--- src/include/mfti_pkg.sv ---
// Constants and carrier types for the FIFO threshold, PHY address, holdoff and gap register bank.
// Assumes a 32-bit AXI4-Lite slave port with word-aligned registers at four times their word index.
package mfti_pkg;

	// ----------------------------------------------------------------
	// Bus geometry and register indices
	// ----------------------------------------------------------------
	localparam int         MFTI_ADDR_W     = 8;
	localparam int         MFTI_IDX_W      = MFTI_ADDR_W - 2;
	localparam logic [5:0] MFTI_IDX_RX_NF  = 6'h0c;
	localparam logic [5:0] MFTI_IDX_TX_NE  = 6'h0d;
	localparam logic [5:0] MFTI_IDX_TX_NF  = 6'h0e;
	localparam logic [5:0] MFTI_IDX_PHY0   = 6'h0f;
	localparam logic [5:0] MFTI_IDX_PHY1   = 6'h10;
	localparam logic [5:0] MFTI_IDX_QUANTA = 6'h11;
	localparam logic [5:0] MFTI_IDX_RSV_LO = 6'h12;
	localparam logic [5:0] MFTI_IDX_RSV_HI = 6'h16;
	localparam logic [5:0] MFTI_IDX_IPG    = 6'h17;

	// ----------------------------------------------------------------
	// Field widths and positions
	// ----------------------------------------------------------------
	localparam int MFTI_THR_W    = 16;
	localparam int MFTI_PHY_W    = 5;
	localparam int MFTI_QUANTA_W = 16;
	localparam int MFTI_IPG_W    = 5;
	localparam int MFTI_LAT_W    = 4;
	localparam int MFTI_FIELD_LSB = 0;

	// ----------------------------------------------------------------
	// Reset values and fixed values of the reduced variant
	// ----------------------------------------------------------------
	localparam logic [15:0] MFTI_THR_RST      = 16'h0000;
	localparam logic [4:0]  MFTI_PHY_RST      = 5'h00;
	localparam logic [15:0] MFTI_QUANTA_RST   = 16'hffff;
	localparam logic [4:0]  MFTI_IPG_RST      = 5'h00;
	localparam logic [15:0] MFTI_SMALL_RX_NF  = 16'h0008;
	localparam logic [15:0] MFTI_SMALL_TX_NE  = 16'h0008;
	localparam logic [15:0] MFTI_SMALL_TX_NF  = 16'h0003;
	localparam logic [4:0]  MFTI_SMALL_IPG    = 5'h0c;

	// ----------------------------------------------------------------
	// Ready latency and gap limits
	// ----------------------------------------------------------------
	localparam logic [15:0] MFTI_LAT_BASE     = 16'h0003;
	localparam logic [15:0] MFTI_LAT_MAX      = 16'h0008;
	localparam logic [4:0]  MFTI_IPG_MIN      = 5'h08;
	localparam logic [4:0]  MFTI_IPG_MAX      = 5'h1a;
	localparam logic [4:0]  MFTI_IPG_FALLBACK = 5'h0c;

	// ----------------------------------------------------------------
	// Bus response codes
	// ----------------------------------------------------------------
	localparam logic [1:0] MFTI_RESP_OKAY   = 2'h0;
	localparam logic [1:0] MFTI_RESP_SLVERR = 2'h2;

	// ----------------------------------------------------------------
	// Carrier types
	// ----------------------------------------------------------------
	typedef struct packed {
		logic [MFTI_ADDR_W-1:0] awaddr;
		logic                   awvalid;
		logic [31:0]            wdata;
		logic [3:0]             wstrb;
		logic                   wvalid;
		logic                   bready;
		logic [MFTI_ADDR_W-1:0] araddr;
		logic                   arvalid;
		logic                   rready;
	} mfti_axil_req_t;

	typedef struct packed {
		logic        awready;
		logic        wready;
		logic [1:0]  bresp;
		logic        bvalid;
		logic        arready;
		logic [31:0] rdata;
		logic [1:0]  rresp;
		logic        rvalid;
	} mfti_axil_rsp_t;

	typedef struct packed {
		logic [MFTI_THR_W-1:0]    rx_nearly_full;
		logic [MFTI_THR_W-1:0]    tx_nearly_empty;
		logic [MFTI_THR_W-1:0]    tx_nearly_full;
		logic [MFTI_LAT_W-1:0]    tx_ready_latency;
		logic [MFTI_PHY_W-1:0]    phy_addr0;
		logic [MFTI_PHY_W-1:0]    phy_addr1;
		logic [MFTI_QUANTA_W-1:0] xoff_spacing;
		logic [MFTI_IPG_W-1:0]    ipg_bytes;
	} mfti_cfg_t;

	typedef struct packed {
		mfti_axil_rsp_t           rsp;
		logic                     aw_full;
		logic                     w_full;
		logic [MFTI_IDX_W-1:0]    aw_idx;
		logic [31:0]              wdata;
		logic [3:0]               wstrb;
		logic [MFTI_THR_W-1:0]    rx_nf;
		logic [MFTI_THR_W-1:0]    tx_ne;
		logic [MFTI_THR_W-1:0]    tx_nf;
		logic [MFTI_PHY_W-1:0]    phy0;
		logic [MFTI_PHY_W-1:0]    phy1;
		logic [MFTI_QUANTA_W-1:0] quanta;
		logic [MFTI_IPG_W-1:0]    ipg;
		mfti_cfg_t                cfg;
		logic [MFTI_QUANTA_W-1:0] hold_count;
		logic                     xoff_pending;
		logic                     xoff_send;
	} mfti_state_t;

endpackage

--- src/logic/mfti_regs.sv ---
// Register bank for FIFO thresholds, PHY address windows, XOFF holdoff and inter-packet gap.
// Assumes an AXI4-Lite master on aclk and FIFO, management and transmit logic on the same clock.
`timescale 1ns/10ps

module mfti_regs
	import mfti_pkg::*;
#(
	parameter bit SMALL_MAC = 1'b0
) (
	input  wire logic           aclk,             // Register and control clock, 50 MHz.
	input  wire logic           aresetn,          // Synchronous reset, active low.
	input  wire mfti_axil_req_t axil_req,         // AXI4-Lite request channels.
	output mfti_axil_rsp_t      axil_rsp,         // AXI4-Lite answer channels.
	input  wire logic           flow_ctrl_enable, // Flow control enabled, level.
	input  wire logic           xoff_request,     // FIFO asks for an XOFF, one-cycle pulse.
	input  wire logic           quanta_tick,      // One pause quantum elapsed, one-cycle pulse.
	output mfti_cfg_t           cfg,              // Settings in effect for the datapath.
	output logic                xoff_send         // Issue one XOFF frame, one-cycle pulse.
);

	// ----------------------------------------------------------------
	// Reset values, which depend on the variant
	// ----------------------------------------------------------------
	localparam logic [MFTI_THR_W-1:0] RX_NF_RST = SMALL_MAC ? MFTI_SMALL_RX_NF : MFTI_THR_RST;
	localparam logic [MFTI_THR_W-1:0] TX_NE_RST = SMALL_MAC ? MFTI_SMALL_TX_NE : MFTI_THR_RST;
	localparam logic [MFTI_THR_W-1:0] TX_NF_RST = SMALL_MAC ? MFTI_SMALL_TX_NF : MFTI_THR_RST;
	localparam logic [MFTI_IPG_W-1:0] IPG_RST   = SMALL_MAC ? MFTI_SMALL_IPG : MFTI_IPG_RST;

	// ----------------------------------------------------------------
	// State and decode signals
	// ----------------------------------------------------------------
	mfti_state_t           s;
	mfti_state_t           next_s;
	logic [31:0]           old_word;
	logic [31:0]           new_word;
	logic [1:0]            wr_resp;
	logic [MFTI_IDX_W-1:0] rd_idx;

	// ----------------------------------------------------------------
	// Helper functions
	// ----------------------------------------------------------------

	// Byte lanes not strobed keep their present contents.
	// Narrow writes let software change one field without reading the word first.
	function automatic logic [31:0] merge_bytes(
		input logic [31:0] old_val,
		input logic [31:0] wr_val,
		input logic [3:0]  strb
	);
		logic [31:0] res;
		res = old_val;
		for (int i = 0; i < 4; i++) begin
			if (strb[i]) begin
				res[i*8 +: 8] = wr_val[i*8 +: 8];
			end
		end
		return res;
	endfunction

	// ----------------------------------------------------------------
	// Address decoding
	// ----------------------------------------------------------------

	// Word indices outside the bank answer with an error.
	function automatic logic idx_mapped(input logic [MFTI_IDX_W-1:0] idx);
		return (idx >= MFTI_IDX_RX_NF) && (idx <= MFTI_IDX_IPG);
	endfunction

	// Reserved words inside the bank read as zero and swallow writes.
	function automatic logic idx_reserved(input logic [MFTI_IDX_W-1:0] idx);
		return (idx >= MFTI_IDX_RSV_LO) && (idx <= MFTI_IDX_RSV_HI);
	endfunction

	// Response code of an access: reserved and mapped words are OKAY, all others an error.
	function automatic logic [1:0] access_resp(input logic [MFTI_IDX_W-1:0] idx);
		logic [1:0] r;
		if (idx_reserved(idx)) begin
			r = MFTI_RESP_OKAY;
		end else if (idx_mapped(idx)) begin
			r = MFTI_RESP_OKAY;
		end else begin
			r = MFTI_RESP_SLVERR;
		end
		return r;
	endfunction

	// Read value of one word; unused upper bits always come back as zero.
	function automatic logic [31:0] read_word(
		input mfti_state_t           st,
		input logic [MFTI_IDX_W-1:0] idx
	);
		logic [31:0] val;
		val = 32'h0000_0000;
		case (idx)
			MFTI_IDX_RX_NF: begin
				val[MFTI_FIELD_LSB +: MFTI_THR_W] = st.rx_nf;
			end
			MFTI_IDX_TX_NE: begin
				val[MFTI_FIELD_LSB +: MFTI_THR_W] = st.tx_ne;
			end
			MFTI_IDX_TX_NF: begin
				val[MFTI_FIELD_LSB +: MFTI_THR_W] = st.tx_nf;
			end
			MFTI_IDX_PHY0: begin
				val[MFTI_FIELD_LSB +: MFTI_PHY_W] = st.phy0;
			end
			MFTI_IDX_PHY1: begin
				val[MFTI_FIELD_LSB +: MFTI_PHY_W] = st.phy1;
			end
			MFTI_IDX_QUANTA: begin
				val[MFTI_FIELD_LSB +: MFTI_QUANTA_W] = st.quanta;
			end
			MFTI_IDX_IPG: begin
				val[MFTI_FIELD_LSB +: MFTI_IPG_W] = st.ipg;
			end
			default: begin
				val = 32'h0000_0000;
			end
		endcase
		return val;
	endfunction

	// ----------------------------------------------------------------
	// Field encodings toward the datapath
	// ----------------------------------------------------------------

	// Ready latency is the threshold less the base, clamped to the stream's limit.
	// Clamping rather than wrapping keeps an illegal setting from becoming a short latency.
	function automatic logic [MFTI_LAT_W-1:0] ready_latency(input logic [MFTI_THR_W-1:0] thr);
		logic [MFTI_THR_W-1:0] diff;
		logic [MFTI_LAT_W-1:0] lat;
		diff = thr - MFTI_LAT_BASE;
		// Values at or below the base mean no added latency.
		if (thr <= MFTI_LAT_BASE) begin
			lat = '0;
		end else if (diff > MFTI_LAT_MAX) begin
			lat = MFTI_LAT_MAX[MFTI_LAT_W-1:0];
		end else begin
			lat = diff[MFTI_LAT_W-1:0];
		end
		return lat;
	endfunction

	// Gap in effect: the programmed value when legal, else the fallback.
	// Only the datapath sees the fallback; a read of the register returns the raw value.
	function automatic logic [MFTI_IPG_W-1:0] gap_in_effect(input logic [MFTI_IPG_W-1:0] ipg);
		logic [MFTI_IPG_W-1:0] g;
		if ((ipg >= MFTI_IPG_MIN) && (ipg <= MFTI_IPG_MAX)) begin
			g = ipg;
		end else begin
			g = MFTI_IPG_FALLBACK;
		end
		return g;
	endfunction

	// ----------------------------------------------------------------
	// Next-state logic
	// ----------------------------------------------------------------
	always_comb begin
		// Everything holds by default; each section below changes only the fields it owns.
		next_s   = s;
		rd_idx   = axil_req.araddr[MFTI_ADDR_W-1:2];
		old_word = read_word(s, s.aw_idx);
		new_word = merge_bytes(old_word, s.wdata, s.wstrb);
		wr_resp  = access_resp(s.aw_idx);

		// ----------------------------------------------------------------
		// Write address and data channels
		// ----------------------------------------------------------------
		// Address and data are taken independently and parked until both are in.
		if (s.rsp.awready && axil_req.awvalid) begin
			next_s.aw_full = 1'b1;
			next_s.aw_idx  = axil_req.awaddr[MFTI_ADDR_W-1:2];
		end
		if (s.rsp.wready && axil_req.wvalid) begin
			next_s.w_full = 1'b1;
			next_s.wdata  = axil_req.wdata;
			next_s.wstrb  = axil_req.wstrb;
		end
		if (s.rsp.bvalid && axil_req.bready) begin
			next_s.rsp.bvalid = 1'b0;
		end

		// ----------------------------------------------------------------
		// Write commit
		// ----------------------------------------------------------------
		// Commit a held write and raise its response in the same step.
		// Writes to fixed registers of the reduced variant are answered OKAY and dropped.
		if (s.aw_full && s.w_full && !s.rsp.bvalid) begin
			next_s.aw_full    = 1'b0;
			next_s.w_full     = 1'b0;
			next_s.rsp.bvalid = 1'b1;
			next_s.rsp.bresp  = wr_resp;
			case (s.aw_idx)
				MFTI_IDX_RX_NF: begin
					if (!SMALL_MAC) begin
						next_s.rx_nf = new_word[MFTI_FIELD_LSB +: MFTI_THR_W];
					end
				end
				MFTI_IDX_TX_NE: begin
					if (!SMALL_MAC) begin
						next_s.tx_ne = new_word[MFTI_FIELD_LSB +: MFTI_THR_W];
					end
				end
				MFTI_IDX_TX_NF: begin
					if (!SMALL_MAC) begin
						next_s.tx_nf = new_word[MFTI_FIELD_LSB +: MFTI_THR_W];
					end
				end
				MFTI_IDX_PHY0: begin
					next_s.phy0 = new_word[MFTI_FIELD_LSB +: MFTI_PHY_W];
				end
				MFTI_IDX_PHY1: begin
					next_s.phy1 = new_word[MFTI_FIELD_LSB +: MFTI_PHY_W];
				end
				MFTI_IDX_QUANTA: begin
					next_s.quanta = new_word[MFTI_FIELD_LSB +: MFTI_QUANTA_W];
				end
				MFTI_IDX_IPG: begin
					if (!SMALL_MAC) begin
						next_s.ipg = new_word[MFTI_FIELD_LSB +: MFTI_IPG_W];
					end
				end
				default: begin
					// Reserved and unmapped words hold every register; only the response differs.
					next_s.rx_nf = s.rx_nf;
				end
			endcase
		end

		// Readiness follows the next state, so a freed slot is offered at the very next edge.
		next_s.rsp.awready = !next_s.aw_full && !next_s.rsp.bvalid;
		next_s.rsp.wready  = !next_s.w_full && !next_s.rsp.bvalid;

		// ----------------------------------------------------------------
		// Read channel
		// ----------------------------------------------------------------
		// Reads answer one cycle after the address is taken.
		// The word comes from the present state, so a write committing at the same edge is not yet seen.
		if (s.rsp.rvalid && axil_req.rready) begin
			next_s.rsp.rvalid = 1'b0;
		end
		if (s.rsp.arready && axil_req.arvalid) begin
			next_s.rsp.rvalid = 1'b1;
			next_s.rsp.rdata  = read_word(s, rd_idx);
			next_s.rsp.rresp  = access_resp(rd_idx);
		end
		// Holding arready low while a word waits keeps a single read in flight.
		next_s.rsp.arready = !next_s.rsp.rvalid;

		// ----------------------------------------------------------------
		// XOFF spacing
		// ----------------------------------------------------------------
		// After one XOFF is sent, the next waits until the holdoff counter has run out.
		// Requests during the wait merge into one pending send; a zero spacing sends each at once.
		// Dropping flow control clears both, so re-enabling starts without a stale request.
		next_s.xoff_send = 1'b0;
		if (!flow_ctrl_enable) begin
			next_s.xoff_pending = 1'b0;
			next_s.hold_count   = '0;
		end else if (s.hold_count != '0) begin
			if (quanta_tick) begin
				next_s.hold_count = s.hold_count - 1'b1;
			end
			if (xoff_request) begin
				next_s.xoff_pending = 1'b1;
			end
		end else if (s.xoff_pending || xoff_request) begin
			next_s.xoff_send    = 1'b1;
			next_s.hold_count   = s.quanta;
			// A request in the very cycle a pending one goes out stays pending: the set wins.
			next_s.xoff_pending = s.xoff_pending && xoff_request;
		end

		// ----------------------------------------------------------------
		// Settings in effect
		// ----------------------------------------------------------------
		// They are taken from the next register values, so they change at the commit edge.
		next_s.cfg.rx_nearly_full   = next_s.rx_nf;
		next_s.cfg.tx_nearly_empty  = next_s.tx_ne;
		next_s.cfg.tx_nearly_full   = next_s.tx_nf;
		next_s.cfg.tx_ready_latency = ready_latency(next_s.tx_nf);
		next_s.cfg.phy_addr0        = next_s.phy0;
		next_s.cfg.phy_addr1        = next_s.phy1;
		next_s.cfg.xoff_spacing     = next_s.quanta;
		next_s.cfg.ipg_bytes        = gap_in_effect(next_s.ipg);
	end

	// ----------------------------------------------------------------
	// State register
	// ----------------------------------------------------------------
	always_ff @(posedge aclk) begin
		if (!aresetn) begin
			// Configuration outputs reset to what the registers imply, so the datapath sees no transient.
			s.rsp                  <= '0;
			s.aw_full              <= 1'b0;
			s.w_full               <= 1'b0;
			s.aw_idx               <= '0;
			s.wdata                <= '0;
			s.wstrb                <= '0;
			s.hold_count           <= '0;
			s.xoff_pending         <= 1'b0;
			s.xoff_send            <= 1'b0;
			s.rx_nf                <= RX_NF_RST;
			s.tx_ne                <= TX_NE_RST;
			s.tx_nf                <= TX_NF_RST;
			s.phy0                 <= MFTI_PHY_RST;
			s.phy1                 <= MFTI_PHY_RST;
			s.quanta               <= MFTI_QUANTA_RST;
			s.ipg                  <= IPG_RST;
			s.cfg.rx_nearly_full   <= RX_NF_RST;
			s.cfg.tx_nearly_empty  <= TX_NE_RST;
			s.cfg.tx_nearly_full   <= TX_NF_RST;
			s.cfg.tx_ready_latency <= '0;
			s.cfg.phy_addr0        <= MFTI_PHY_RST;
			s.cfg.phy_addr1        <= MFTI_PHY_RST;
			s.cfg.xoff_spacing     <= MFTI_QUANTA_RST;
			s.cfg.ipg_bytes        <= SMALL_MAC ? MFTI_SMALL_IPG : MFTI_IPG_FALLBACK;
		end else begin
			s <= next_s;
		end
	end

	// ----------------------------------------------------------------
	// Outputs
	// ----------------------------------------------------------------
	// Every output is a flop of the state register; nothing combinational reaches a pin.
	assign axil_rsp  = s.rsp;
	assign cfg       = s.cfg;
	assign xoff_send = s.xoff_send;

endmodule // mfti_regs

--- config.mk ---
export PLATFORM = sky130hd
export DESIGN_NAME = mfti_regs
export DESIGN_NICKNAME = d
export VERILOG_FILES = /design/src/include/mfti_pkg.sv /design/src/logic/mfti_regs.sv
export SDC_FILE = /design/constraint.sdc
export NUM_CORES = 1
export LEC_CHECK = 0
export ABC_AREA = 1
export BUFFER_PORTS_ARGS = -buffer_cell sky130_fd_sc_hd__buf_2
export CAP_MARGIN = 20
export CORE_AREA = 4 4 127 129
export CTS_BUF_LIST = sky130_fd_sc_hd__clkbuf_16
export DETAILED_ROUTE_END_ITERATION = 10
export DIE_AREA = 0 0 131 133
export PLACE_DENSITY_LB_ADDON = 0.15
export SLEW_MARGIN = 20
export SYNTH_ARGS = -nofsm -noshare
export SYNTH_HDL_FRONTEND = slang
export SYNTH_SLANG_ARGS = --single-unit
--- constraint.sdc ---
create_clock -name aclk -period 3.95 [get_ports aclk]
set_input_delay 0.5925 -clock aclk [delete_from_list [all_inputs] [get_ports aclk]]
set_output_delay 0.5925 -clock aclk [all_outputs]
set_load 0.01 [all_outputs]
# Word level (Yosys, flattened, before mapping)
# Cells that the tools add are included.
# totals
ramBits,0
romBits,0
ff_bits,157
out_inout_bits,125
word_cells,123
in_bits,62
latchBits,0
memories,0
# op_classes
div_mod_pow,0
add_sub_neg,2
reduce_logical,35
n_mux,30
magnitude_cmp,12
n_mul,0
n_eq_ne,16
shift,0
n_bitwise,2
# op_table
op,n
$pmux 11 s4,2
$mux 16,5
$mux 79,1
$eq 6x4->1 const B,8
$eq 6x5->1 const B,6
$pmux 5 s7,1
$pmux 5 s6,1
$le 6x5->1 const B,4
$mux 18,1
$reduce_and 2->1,9
$mux 17,1
$gt 16x4->1 const B,1
$le 16x2->1 const B,1
$mux 8,2
$reduce_bool 16->1,1
$sub 16x1->16 const B,1
$sub 16x2->16 const B,1
$logic_and 1x1->1,15
$mux 5,3
$ge 6x4->1 const B,2
$ge 6x5->1 const B,2
$mux 2,5
$mux 1,7
$reduce_or 3->1,2
other kinds (9),15

# Longest topological paths before layout
# Gate-level depths: netlist of run 1.
# logic_depth
depth_word,8
mapped_depth,25
mapped_depth_nobuf,25

# Worst setup path after synthesis of run 1
# OpenSTA, ideal clock, no wires.
# synth_path
kind,register to register
from,register s[216] in the netlist's numbering
to,"register, netlist name cfg[31]"
synth_period_minus_slack_ns,2.456
t_arrival_ns,2.391
t_required_ns,3.884
slack_ns,1.494
setup_ns,0.066
path_stages_with_launch,22
n_path_buf,0
cell_sequence,dfxtp_1 -> inv_2 -> nor2_2 -> nand3_1 -> nand2_1 -> nor2_2 -> nand2_1 -> nand3_1 -> nand3_1 -> nand2_1 -> ha_1 -> inv_1 -> nand3_1 -> nor2_4 -> nand2_1 -> inv_1 -> nand2_1 -> nand2_1 -> nand2_1 -> nor2_1 -> nand4_1 -> nor2_1
# synth_rtl
element,line,rtl
start: declaration,mfti_regs.sv:32,mfti_state_t s;

==> results.md, run 1 <==
* Total wire length at 26,800 um
* Crit Reg-Reg Endpoint: cfg[33]$_SDFF_PP0_
* Worst hold-check path type: input pin to flip-flop
* CP endpoint: cfg[33]$_SDFF_PP0_
* Dominant cell type by area after synthesis: dfxtp_1
* Grt ovf at 0
* Reg2reg setup slack at 0.75 ns
* Commonest non-fill, non-tap cell in the layout: nand2_1
* Yosys reg bits at 155
* WL/cell at 17.3 um
* Placed Area at 0.00881 mm2
* Reg2reg start: s[220]$_SDFFE_PN0P_
* DRC Markers at 0
* Largest net degree at the start of global routing at 42
* RSZ-0062 raised after global routing: no
* Area grow syn2layout at 6.21%
* Crit path DAT at 3.56 ns
* Vias in the first global route at 7,697
* Vias per cell at 5.58
* Worst-Skew Late Latency at 0.43 ns
* Ys flop type: dfxtp_1
* Core Area at 0.0150 mm2
* Share of layout cells above drive strength 1 at 16.8%
* Post-CTS Setup Repair Bufs at 0
* Total track usage at 30.4%
* Detailed Routing Iterations Pass 1 at 7
* Filler cells at 1,449
* Clock sinks at 155
* GPL Wtd Cong at 0.970
* Global-route wire length before repair at 41,700 um
* ANT cells at 0
* Worst Min Path Start: axil_req[20]
* Power Density at 478 mW/mm2
* Port Buffers at 146
* Setup crit end kind: flip-flop
* Async SR Flop Fraction at 0%
* CP startpoint kind: flip-flop
* EDFF count, synth at 0
* WS Path Type: flip-flop to flip-flop
* Die Span X at 131 um
* Post-route cell area at 0.00940 mm2
* Area of the mapped netlist at 0.00885 mm2
* Worst IR Drop VDD at 0.442 mV
* DRT iter0 DRCs at 807
* Max clock buf depth at 2
* Full die area at 0.0174 mm2
* ANT nets after route at 0
* Fmax at 313 MHz
* Setup TNS at 0 ns
* Layout Nets at 1,417
* Die height at 133 um
* Vias at 8,666
* CTS Root Cell: clkbuf_16
* Final setup vio count at 0
* CTS H-tree lvls at 4
* Setup Skew at 0.00874 ns
* Post-cts resize count at 0
* IO Pins at 187
* Crit. Startpoint: s[220]$_SDFFE_PN0P_
* Slew margin rel. at 38.9%
* YS warnings at 0
* Seq/Total Area, Yosys at 35.1%
* Initial Utilization at 58.9%
* Yosys top cell area share at 35.1%
* Max-cap violations at 0
* Leak at 4.50 nW
* Mean post-synth cell area at 6.67 um2
* Initial antenna violation count at 0
* Post-synthesis cell count at 1,327
* Required @ worst endpoint at 4.31 ns
* Commonest cells after routing, fill and taps aside: nand2_1 (276), nor2_1 (161), dfxtp_1 (155)
* Finished Layout Cells at 1,552
* Num CTS Buffers at 17
* Synth cell types at 47
* Clock period minus worst slack at 3.20 ns
* HPWL Detailed at 20,500 um
* # hold bufs at CTS at 0
* Num rows at 45
* Slew @ Worst Pin at 0.908 ns
* Final hold violations at 0
* Max Fanout on Critical Path at 9
* Worst R2R Path Depth at 21
* Top cells by area, synth: dfxtp_1 (35%), nand2_1 (12%), buf_4 (11%)
* Placed cells at 1,520
* Final period util at 81.0%
* CTS tree: yes
* Clk pin slew, worst setup/hold paths at 0.07 ns
* Slew Limit Fails at 0
* Status: finished, final reports clean
[cell families (layout without fill, tap and decap cells)]
logic type / count (synthesis) / in the layout / synth area share, %
AO/OA/AOI/OAI: 272 / 272 / 16.6
flip-flops: 155 / 155 / 35.1
other: 1 / 18 / 0.0424
adder cells (fa/ha/maj): 4 / 4 / 0.566
AND/OR/NAND/NOR: 602 / 602 / 29.4
buffers and inverters: 288 / 308 / 17.8
XOR/XNOR: 5 / 5 / 0.495
[how the worst min path moves through the flow]
stage	end	slack, ns	cells after the start
floorplan	axil_rsp[40]$_SDFF_PN0_	0.40	1
global placement	axil_rsp[40]$_SDFF_PN0_	0.41	1
detailed placement	axil_rsp[40]$_SDFF_PN0_	0.41	1
CTS	s[188]$_SDFFE_PN0P_	0.40	3
global route	s[187]$_SDFFE_PN0P_	0.42	3
finish	s[188]$_SDFFE_PN0P_	0.41	3
[through the flow]
stage,utilization [%],hold slack [ns],worst slack [ns],power (mW)
CTS,62.5,0.401,0.779,4.48
detailed placement,58.6,0.412,0.805,2.85
global route,62.5,0.425,0.373,4.73
global placement,58.6,0.409,0.841,2.83
floorplan,-,0.397,1.49,2.61
finish,62.5,0.411,0.751,4.49
[per-layer routing]
layer	GRT usage [%]	up-vias	part of all wire, %
met5	0	-	0
met4	9.09	0	2.1
met3	6.30	49	9.2
met2	46.2	439	44
met1	43.3	3922	44
li1	-	4256	-
[Yosys cell counts (all sizes together), types with 4 or more instances]
master / instances
inv: 122
buf: 134
dfxtp: 155
clkbuf: 30
a221oi: 4
xor2: 5
nor2: 174
ha: 4
a22o: 4
nand2: 282
nand4: 14
nor3: 7
or2: 16
o22ai: 14
nand3: 94
nor4: 8
o21ai: 115
a21oi: 115
a22oi: 4
[power by group]
group / leakage (nW) / internal [mW] / switching (mW)
registers: 1.26 / 1.65 / 0.0810
logic: 2.96 / 0.375 / 0.744
clock network: 0.286 / 0.943 / 0.702
total: 4.50 / 2.97 / 1.53
[sequential cells by signal, indices dropped and copies added, names as in the netlist]
signal,flops
xoff_send,1
axil_rsp,23
cfg,83
s,48
[worst max-delay path, cell delays in order (launching register included)]
cell     delay, ns
dfxtp_1       0.43
inv_2         0.08
nor2_2        0.18
nand3_1       0.23
nand2_1       0.14
nor2_2        0.07
nand2_1       0.06
nand3_1       0.10
nand3_1       0.13
nand2_1       0.16
ha_1          0.25
inv_1         0.05
nand3_1       0.14
nor2_4        0.24
nand2_1       0.13
inv_1         0.11
nand2_1       0.07
nand2_1       0.07
nand2_1       0.05
nor2_1        0.13
nand4_1       0.17
nor2_1        0.12
[layout make-up]
cell class                 instances  area, um2  area share, %
clock buffer                      17        425           4.53
clock inverter                    15        160           1.70
inverter                         124        465           4.95
multi-input combinational        901       4230           45.0
sequential                       155       3100           33.0
tap                              188        235           2.50
timing repair buffer             152        776           8.25
Note: power is estimated with default switching activity, not from simulation.
==> run 2: changes to the inputs <==
--- a/config.mk
+++ b/config.mk
@@ -8,10 +8,10 @@
 export ABC_AREA = 1
 export BUFFER_PORTS_ARGS = -buffer_cell sky130_fd_sc_hd__buf_2
 export CAP_MARGIN = 20
-export CORE_AREA = 4 4 127 129
+export CORE_AREA = 4 4 139 141
 export CTS_BUF_LIST = sky130_fd_sc_hd__clkbuf_16
 export DETAILED_ROUTE_END_ITERATION = 10
-export DIE_AREA = 0 0 131 133
+export DIE_AREA = 0 0 143 145
 export PLACE_DENSITY_LB_ADDON = 0.15
 export SLEW_MARGIN = 20
 export SYNTH_ARGS = -nofsm -noshare
==> constraint.sdc (replaced) <==
create_clock -name aclk -period 2.6 [get_ports aclk]
set_input_delay 0.39 -clock aclk [delete_from_list [all_inputs] [get_ports aclk]]
set_output_delay 0.39 -clock aclk [all_outputs]
set_load 0.01 [all_outputs]
==> run 2 against run 1 <==
Wire length is 11% higher. Sequential power grew 52%. Register-to-register slack worse by 0.70 ns. Final area increased by 16%. Final cell count rose by 11%. Clock-buffer cell count is the same. Sequential cell count unchanged.
==> results.md, run 2 (same netlist as run 1, synthesis figures left out) <==
* Fmax at 392 MHz (+26%)
* Crit Reg-Reg Endpoint: cfg[33]$_SDFF_PP0_
* Global-route wire length before repair at 46,100 um (+11%)
* Commonest non-fill, non-tap cell in the layout: nand2_1
* Sw frac at 33.7% (-0.32 points)
* Die Span X at 143 um (+9.2%)
* Worst-Skew Late Latency at 0.43 ns (about the same)
* Vias per cell at 5.25 (-6.0%)
* Layout Nets at 1,551 (+9.5%)
* Setup crit end kind: flip-flop
* # hold bufs at CTS at 0 (unchanged)
* Required @ worst endpoint at 2.96 ns (-1.35 ns)
* Final setup vio count at 0 (unchanged)
* Share of layout cells above drive strength 1 at 29.5% (+13 points)
* CP endpoint: cfg[33]$_SDFF_PP0_
* P_sw at 2.41 mW (+58%)
* Clock Power Share at 36.7% (about the same)
* Final hold violations at 0 (unchanged)
* CTS H-tree lvls at 4 (unchanged)
* Largest register FFs at 83 (unchanged)
* Power Density at 658 mW/mm2 (+38%)
* Num rows at 49 (+8.9%)
* Vias in the first global route at 8,367 (+8.7%)
* Detailed Routing Iterations Pass 1 at 5 (-2)
* Comb power frac at 26.6% (+1.7 points)
* DRT iter0 DRCs at 879 (+8.9%)
* Reg2reg setup slack at 0.05 ns (-0.70 ns)
* Status: finished, final reports clean
* ANT cells at 0 (unchanged)
* Fin util at 60.7% (-1.9 points)
* Initial Utilization at 49.3% (-9.6 points)
* Vias at 9,056 (+4.5%)
* Largest net degree at the start of global routing at 43 (+2.4%)
* Worst hold-check path type: input pin to flip-flop
* CTS Root Cell: clkbuf_16
* Slew Limit Fails at 0 (unchanged)
* ANT nets after route at 0 (unchanged)
* Clock sinks at 155 (unchanged)
* Top reg by flops: cfg
* Total track usage at 28.1% (-2.3 points)
* Setup Skew at 0.0125 ns (+0.00379 ns)
* Worst R2R Path Depth at 18 (-14%)
* WL/cell at 17.3 um (about the same)
* Area grow syn2layout at 23.1%
* HPWL Detailed at 23,400 um (+14%)
* WS Path Type: flip-flop to flip-flop
* Placed Area at 0.00980 mm2 (+11%)
* Grt ovf at 0 (unchanged)
* Worst IR Drop VDD at 0.895 mV (+100%)
* Total wire length at 29,800 um (+11%)
* Clk pin slew, worst setup/hold paths at 0.07 ns (about the same)
* Port Buffers at 146 (unchanged)
* GPL Wtd Cong at 0.973 (+0.35%)
* Seq pwr share at 36.7% (-1.8 points)
* RSZ-0062 raised after global routing: yes
* CTS tree: yes
* Post-route cell area at 0.0109 mm2 (+16%)
* DRC Markers at 0 (unchanged)
* Reg2reg start: s[220]$_SDFFE_PN0P_
* Max-cap violations at 0 (unchanged)
* Max clock buf depth at 2 (unchanged)
* Full die area at 0.0207 mm2 (+19%)
* Internal power at 4.76 mW (+60%)
* Slew @ Worst Pin at 0.685 ns (-0.222 ns)
* Slew margin rel. at 53.9% (+15 points)
* Core Area at 0.0180 mm2 (+19%)
* Clock period minus worst slack at 2.55 ns (-0.650 ns)
* Final period util at 98.0% (+17 points)
* Leak at 5.23 nW (+16%)
* Num CTS Buffers at 17 (unchanged)
* Commonest cells after routing, fill and taps aside: nand2_1 (249), dfxtp_1 (149), buf_2 (146)
* Crit. Startpoint: s[220]$_SDFFE_PN0P_
* Die height at 145 um (+9.0%)
* CP startpoint kind: flip-flop
* IO Pins at 187 (unchanged)
* Max Fanout on Critical Path at 7 (-2)
* Crit path DAT at 2.91 ns (-0.65 ns)
* Initial antenna violation count at 0 (unchanged)
-- run 2: cell count changes in the layout (fill, tap and decap cells not counted), moves of 6 or more --
cell     delta
buf_4     +126
dfxtp_1     -6
dfxtp_4     +6
nand2_1    -27
nand2_2    +23
nand3_1    -16
nand3_2    +12
nor2_1     -20
nor2_2     +11
nor2_4     +10
-- run 2: repair_timing --
| action | in CTS | in global routing |
|---|---|---|
| cloned | 1 | 0 |
| buffers inserted | 5 | 7 |
| pin swaps | 8 | 30 |
| endpoints found under the setup margin | 4 | 4 |
| resized for setup | 32 | 85 |
-- run 2: layer usage --
layer | wire length, um | part of all wire [%] | vias to the layer above | global-route usage, %
li1 | - | - | 4525 | -
met1 | 13900 | 47 | 4154 | 41.0
met2 | 13400 | 45 | 350 | 43.7
met3 | 2070 | 6.9 | 27 | 3.85
met4 | 470 | 1.6 | 0 | 6.99
met5 | 0 | 0 | - | 0
-- run 2: final cells by class --
class                      count  area, um2
clock inverter                14        184
clock buffer                  17        425
tap                          229        287
timing repair buffer         285       1820
sequential                   155       3130
inverter                     124        475
fill                        1799       7070
multi-input combinational    902       4580
-- run 2: stage by stage --
| step | setup WS, ns | instances | power (mW) | hold WS [ns] | setup TNS (ns) |
|---|---|---|---|---|---|
| 2_1_floorplan | 0.144 | 1344 | 3.96 | 0.397 | 0 |
| 5_1_grt | -0.178 | 1726 | 7.58 | 0.237 | -0.612 |
| 4_1_cts | 0.000416 | 1719 | 7.13 | 0.212 | 0 |
| 6_report | 0.0517 | 1726 | 7.17 | 0.215 | 0 |
| 3_5_place_dp | -0.245 | 1682 | 4.50 | 0.421 | -0.955 |
| 3_3_place_gp | -0.226 | 1682 | 4.48 | 0.419 | -0.871 |
-- run 2: power groups by stage --
stage / logic, mW / clock network, mW / registers, mW
2_1_floorplan: 1.32 / 0 / 2.64
3_5_place_dp: 1.83 / 0 / 2.67
4_1_cts: 1.86 / 2.65 / 2.62
5_1_grt: 2.18 / 2.76 / 2.64
6_report: 1.91 / 2.63 / 2.63
3_3_place_gp: 1.81 / 0 / 2.67
-- run 2: worst min-delay path by stage --
stage                 startpoint                      end  slack, ns  cells past startpoint
2_1_floorplan  s[223]$_SDFF_PN0_  axil_rsp[40]$_SDFF_PN0_       0.40                      1
3_3_place_gp   s[223]$_SDFF_PN0_  axil_rsp[40]$_SDFF_PN0_       0.42                      1
3_5_place_dp   s[223]$_SDFF_PN0_  axil_rsp[40]$_SDFF_PN0_       0.42                      1
4_1_cts             axil_req[17]      s[185]$_SDFFE_PN0P_       0.21                      3
5_1_grt             axil_req[18]      s[186]$_SDFFE_PN0P_       0.24                      3
6_report            axil_req[20]      s[188]$_SDFFE_PN0P_       0.21                      3
-- run 2: worst max-delay path: stages, from the launching register on --
cell and delay, ns:
dfxtp_4 0.38, nor2_4 0.20, buf_12 0.15, nand3_2 0.10, buf_6 0.15, nor2_2 0.11, nor2_1 0.06, nand3_1 0.13
nand3_2 0.14, nand2_2 0.11, nor2_4 0.06, buf_4 0.14, nand3_1 0.10, nand2_1 0.06, nand2_1 0.12, nand2_1 0.09
nor2_1 0.11, nand4_1 0.15, nor2_1 0.13
==> run 3: changes to the inputs <==
--- a/config.mk
+++ b/config.mk
@@ -5,13 +5,12 @@
 export SDC_FILE = /design/constraint.sdc
 export NUM_CORES = 1
 export LEC_CHECK = 0
-export ABC_AREA = 1
 export BUFFER_PORTS_ARGS = -buffer_cell sky130_fd_sc_hd__buf_2
 export CAP_MARGIN = 20
-export CORE_AREA = 4 4 139 141
+export CORE_AREA = 4 4 137 139
 export CTS_BUF_LIST = sky130_fd_sc_hd__clkbuf_16
 export DETAILED_ROUTE_END_ITERATION = 10
-export DIE_AREA = 0 0 143 145
+export DIE_AREA = 0 0 141 143
 export PLACE_DENSITY_LB_ADDON = 0.15
 export SLEW_MARGIN = 20
 export SYNTH_ARGS = -nofsm -noshare
==> run 3 against run 2 <==
The flow now finishes with violations (setup timing). Sequential power decreased by 2%. Sequential cell count unchanged. Non-clock buffer count increased by 56. Largest cell class unchanged. Critical path type unchanged. Critical path depth decreased by 4. Clock power about the same. Final cell count decreased by 12%. Fmax decreased by 14%. Area after synthesis decreased by 2.4%. Critical endpoint unchanged.
==> results.md, run 3 <==
* Status: finished, violations left
* Failing checks: setup timing
* DRC Markers at 0 (unchanged)
* Setup crit end kind: flip-flop
* Vias in the first global route at 8,113 (-3.0%)
* CTS H-tree lvls at 4 (unchanged)
* Vias per cell at 5.63 (+7.4%)
* Crit path DAT at 3.30 ns (+0.39 ns)
* Num CTS Buffers at 17 (unchanged)
* Worst Min Path Start: axil_req[24]
* Commonest cells after routing, fill and taps aside: buf_4 (178), nand2_1 (166), dfxtp_1 (149)
* Met3 WL at 2300 um (+11%)
* Worst IR Drop VDD at 0.576 mV (-36%)
* EDFF count, synth at 0 (unchanged)
* Die Span X at 141 um (-1.4%)
* Die height at 143 um (-1.4%)
* CTS Root Cell: clkbuf_16
* Worst-Skew Late Latency at 0.43 ns (about the same)
* Total track usage at 28.7% (+0.66 points)
* GPL Wtd Cong at 0.961 (-1.2%)
* Largest net degree at the start of global routing at 42 (-2.3%)
* Setup Skew at 0.00838 ns (-0.00416 ns)
* Commonest non-fill, non-tap cell in the layout: buf_4
* Crit Reg-Reg Endpoint: cfg[33]$_SDFF_PP0_
* Met2 routed wirelength at 13,400 um (about the same)
* Register Area at 0.00312 mm2 (-0.16%)
* Slew Limit Fails at 0 (unchanged)
* Largest register FFs at 83 (unchanged)
* CTS tree: yes
* ANT cells at 0 (unchanged)
* Seq/Total Area, Yosys at 35.9% (+0.86 points)
* Core Area at 0.0177 mm2 (-1.7%)
* ANT nets after route at 0 (unchanged)
* Detailed Routing Iterations Pass 1 at 5 (unchanged)
* Final period util at 114% (+16 points)
* Power Density at 604 mW/mm2 (-8.2%)
* Area of the mapped netlist at 0.00864 mm2 (-2.4%)
* Yosys top cell area share at 35.9% (+0.86 points)
* Grt ovf at 0 (unchanged)
* Slew margin rel. at 54.3% (+0.36 points)
* Final setup vio count at 7 (+7)
* Footprint of the multi-input gates at 0.00464 mm2 (+1.4%)
* Share of layout cells above drive strength 1 at 34.9% (+5.4 points)
* Port Buffers at 146 (unchanged)
* Worst hold stages at 3 (unchanged)
* Reg2reg start: s[218]$_SDFFE_PN0P_
* Final hold violations at 0 (unchanged)
* Fmax at 336 MHz (-14%)
* Clock period minus worst slack at 2.97 ns (+0.426 ns)
* Layout Nets at 1,337 (-14%)
* Finished Layout Cells at 1,513 (-12%)
* Worst R2R Path Depth at 14 (-4)
* Metal1 wirelength at 13,300 um (-4.1%)
* Top cells by area, synth: dfxtp_1 (36%), buf_4 (11%), nand2_1 (7.4%)
* RSZ-0062 raised after global routing: yes
* Synth cell types at 81 (+72%)
* Async SR Flop Fraction at 0% (unchanged)
* Post-synthesis cell count at 1,076 (-19%)
* Leak at 4.82 nW (-7.9%)
* Max-cap violations at 0 (unchanged)
* Area grow syn2layout at 27.6%
* Clk pin slew, worst setup/hold paths at 0.07 ns (about the same)
* Fin util at 62.4% (+1.8 points)
* Top cells by count, synth: nand2_1 (171), dfxtp_1 (155), buf_4 (125), nor2_1 (103), a21oi_1 (90)
* WS Path Type: flip-flop to flip-flop
* Setup WS post-layout at -0.374 ns (-0.426 ns)
* Clock sinks at 155 (unchanged)
* Reg2reg setup slack at -0.37 ns (-0.43 ns)
* Full die area at 0.0202 mm2 (-2.8%)
* IO Pins at 187 (unchanged)
* WL/cell at 19.5 um (+13%)
* YS warnings at 0 (unchanged)
* Mean post-synth cell area at 8.03 um2 (+20%)
* CP startpoint kind: flip-flop
* Yosys reg bits at 155 (unchanged)
* Worst hold-check path type: input pin to flip-flop
* Max Fanout on Critical Path at 7 (unchanged)
* Dominant cell type by area after synthesis: dfxtp_1
* DRT iter0 DRCs at 875 (-0.46%)
* Initial Utilization at 48.9% (-0.35 points)
* Required @ worst endpoint at 2.93 ns (-0.03 ns)
* Placed cells at 1,464 (-13%)
* Num rows at 49 (unchanged)
* Most frequent cell after synthesis: nand2_1
* Filler cells at 1,569 (-13%)
* Vias at 8,522 (-5.9%)
* Slew @ Worst Pin at 0.684 ns (-0.00102 ns)
* Max clock buf depth at 2 (unchanged)
* HPWL Detailed at 22,100 um (-5.5%)
* Top layer in use: met4
* Hold Crit Endpoint: s[192]$_SDFFE_PN0P_
* Global-route wire length before repair at 45,100 um (-2.1%)
* Ys flop type: dfxtp_1
* Top reg by flops: cfg
* Total wire length at 29,500 um (-1.1%)
* Initial antenna violation count at 0 (unchanged)
-- run 3: cell count changes after synthesis, moves of 14 or more --
cell | previous run | this run
o21ai_0 | 112 | 18
nand3_1 | 92 | 41
a21oi_1 | 115 | 90
or2_2 | 16 | 0
a22oi_1 | 4 | 54
nor2_1 | 161 | 103
nor3_1 | 6 | 24
clkbuf_1 | 30 | 44
mux2i_1 | 0 | 34
nand2_1 | 276 | 171
inv_1 | 115 | 12
-- run 3: layer usage --
metal / up-vias / global-route usage, %
met2: 396 / 46.3
met4: 0 / 6.48
met3: 41 / 6.33
met5: - / 0
li1: 4075 / -
met1: 4010 / 39.7
-- run 3: how the worst max path moves through the flow --
stage | startpoint | endpoint | slack (ns) | cells past startpoint
2_1_floorplan | s[221]$_SDFFE_PN0P_ | cfg[34]$_SDFF_PP0_ | -0.47 | 15
3_3_place_gp | s[217]$_SDFFE_PN0P_ | cfg[34]$_SDFF_PP0_ | -0.47 | 10
3_5_place_dp | s[217]$_SDFFE_PN0P_ | cfg[33]$_SDFF_PP0_ | -0.48 | 10
4_1_cts | s[217]$_SDFFE_PN0P_ | cfg[33]$_SDFF_PP0_ | -0.36 | 11
5_1_grt | s[218]$_SDFFE_PN0P_ | cfg[33]$_SDFF_PP0_ | -0.57 | 14
6_report | s[218]$_SDFFE_PN0P_ | cfg[33]$_SDFF_PP0_ | -0.37 | 14
-- run 3: metrics by stage --
| stage | hold slack (ns) | instance area (um2) | setup WS, ns | total power, mW | TNS (ns) |
|---|---|---|---|---|---|
| 2_1_floorplan | 0.431 | 8740 | -0.469 | 3.53 | -1.69 |
| 3_3_place_gp | 0.441 | 10000 | -0.472 | 3.95 | -2.24 |
| 3_5_place_dp | 0.445 | 10000 | -0.483 | 3.98 | -2.41 |
| 4_1_cts | 0.186 | 10900 | -0.356 | 6.63 | -1.72 |
| 5_1_grt | 0.190 | 11000 | -0.567 | 6.97 | -2.58 |
| 6_report | 0.201 | 11000 | -0.374 | 6.66 | -1.55 |
-- run 3: logic make-up after synthesis --
family                     Yosys count  share of synthesized area, %
DFF                                155                          35.9
xor gates and xnor gates             9                         0.913
other                                1                        0.0434
muxes                               38                          4.46
AOI/OAI and AO/OA                  245                          20.4
and+or+nand+nor                    430                          23.4
buffers and inverters              194                          14.2
adders and majority gates            4                         0.580
-- run 3: final cells by class --
class	instances	share of cell area [%]
flip-flops and latches	155	28.3
repair buffers	341	21.0
well taps	229	2.60
inverters	12	0.443
multi-input cells	744	42.1
clock buffers	17	3.86
clock inverters	15	1.70
-- run 3: repair_timing --
| item | CTS | global route |
|---|---|---|
| setup buffers | 17 | 3 |
| cloned | 0 | 0 |
| pin swaps | 23 | 15 |
| gates resized for setup | 42 | 27 |
| setup endpoints to repair | 8 | 24 |
| hold buffers | 0 | 0 |
-- run 3: where the power goes --
part | total (mW) | internal, mW | switching (mW)
combinational | 1.47 | 0.649 | 0.819
clock | 2.62 | 1.53 | 1.09
sequential | 2.57 | 2.47 | 0.0969
total | 6.66 | 4.65 | 2.01
-- run 3: critical path: stages, from the launching register on --
cell and delay, ns:
dfxtp_4 0.37, and2_4 0.17, a22o_1 0.21, a221oi_2 0.34, a32oi_4 0.18, nand2_2 0.11, nand2_2 0.08, ha_4 0.19
inv_4 0.05, nand3_1 0.07, a211oi_2 0.15, o211ai_1 0.13, a221oi_2 0.29, o2111ai_2 0.22, nor4_2 0.30
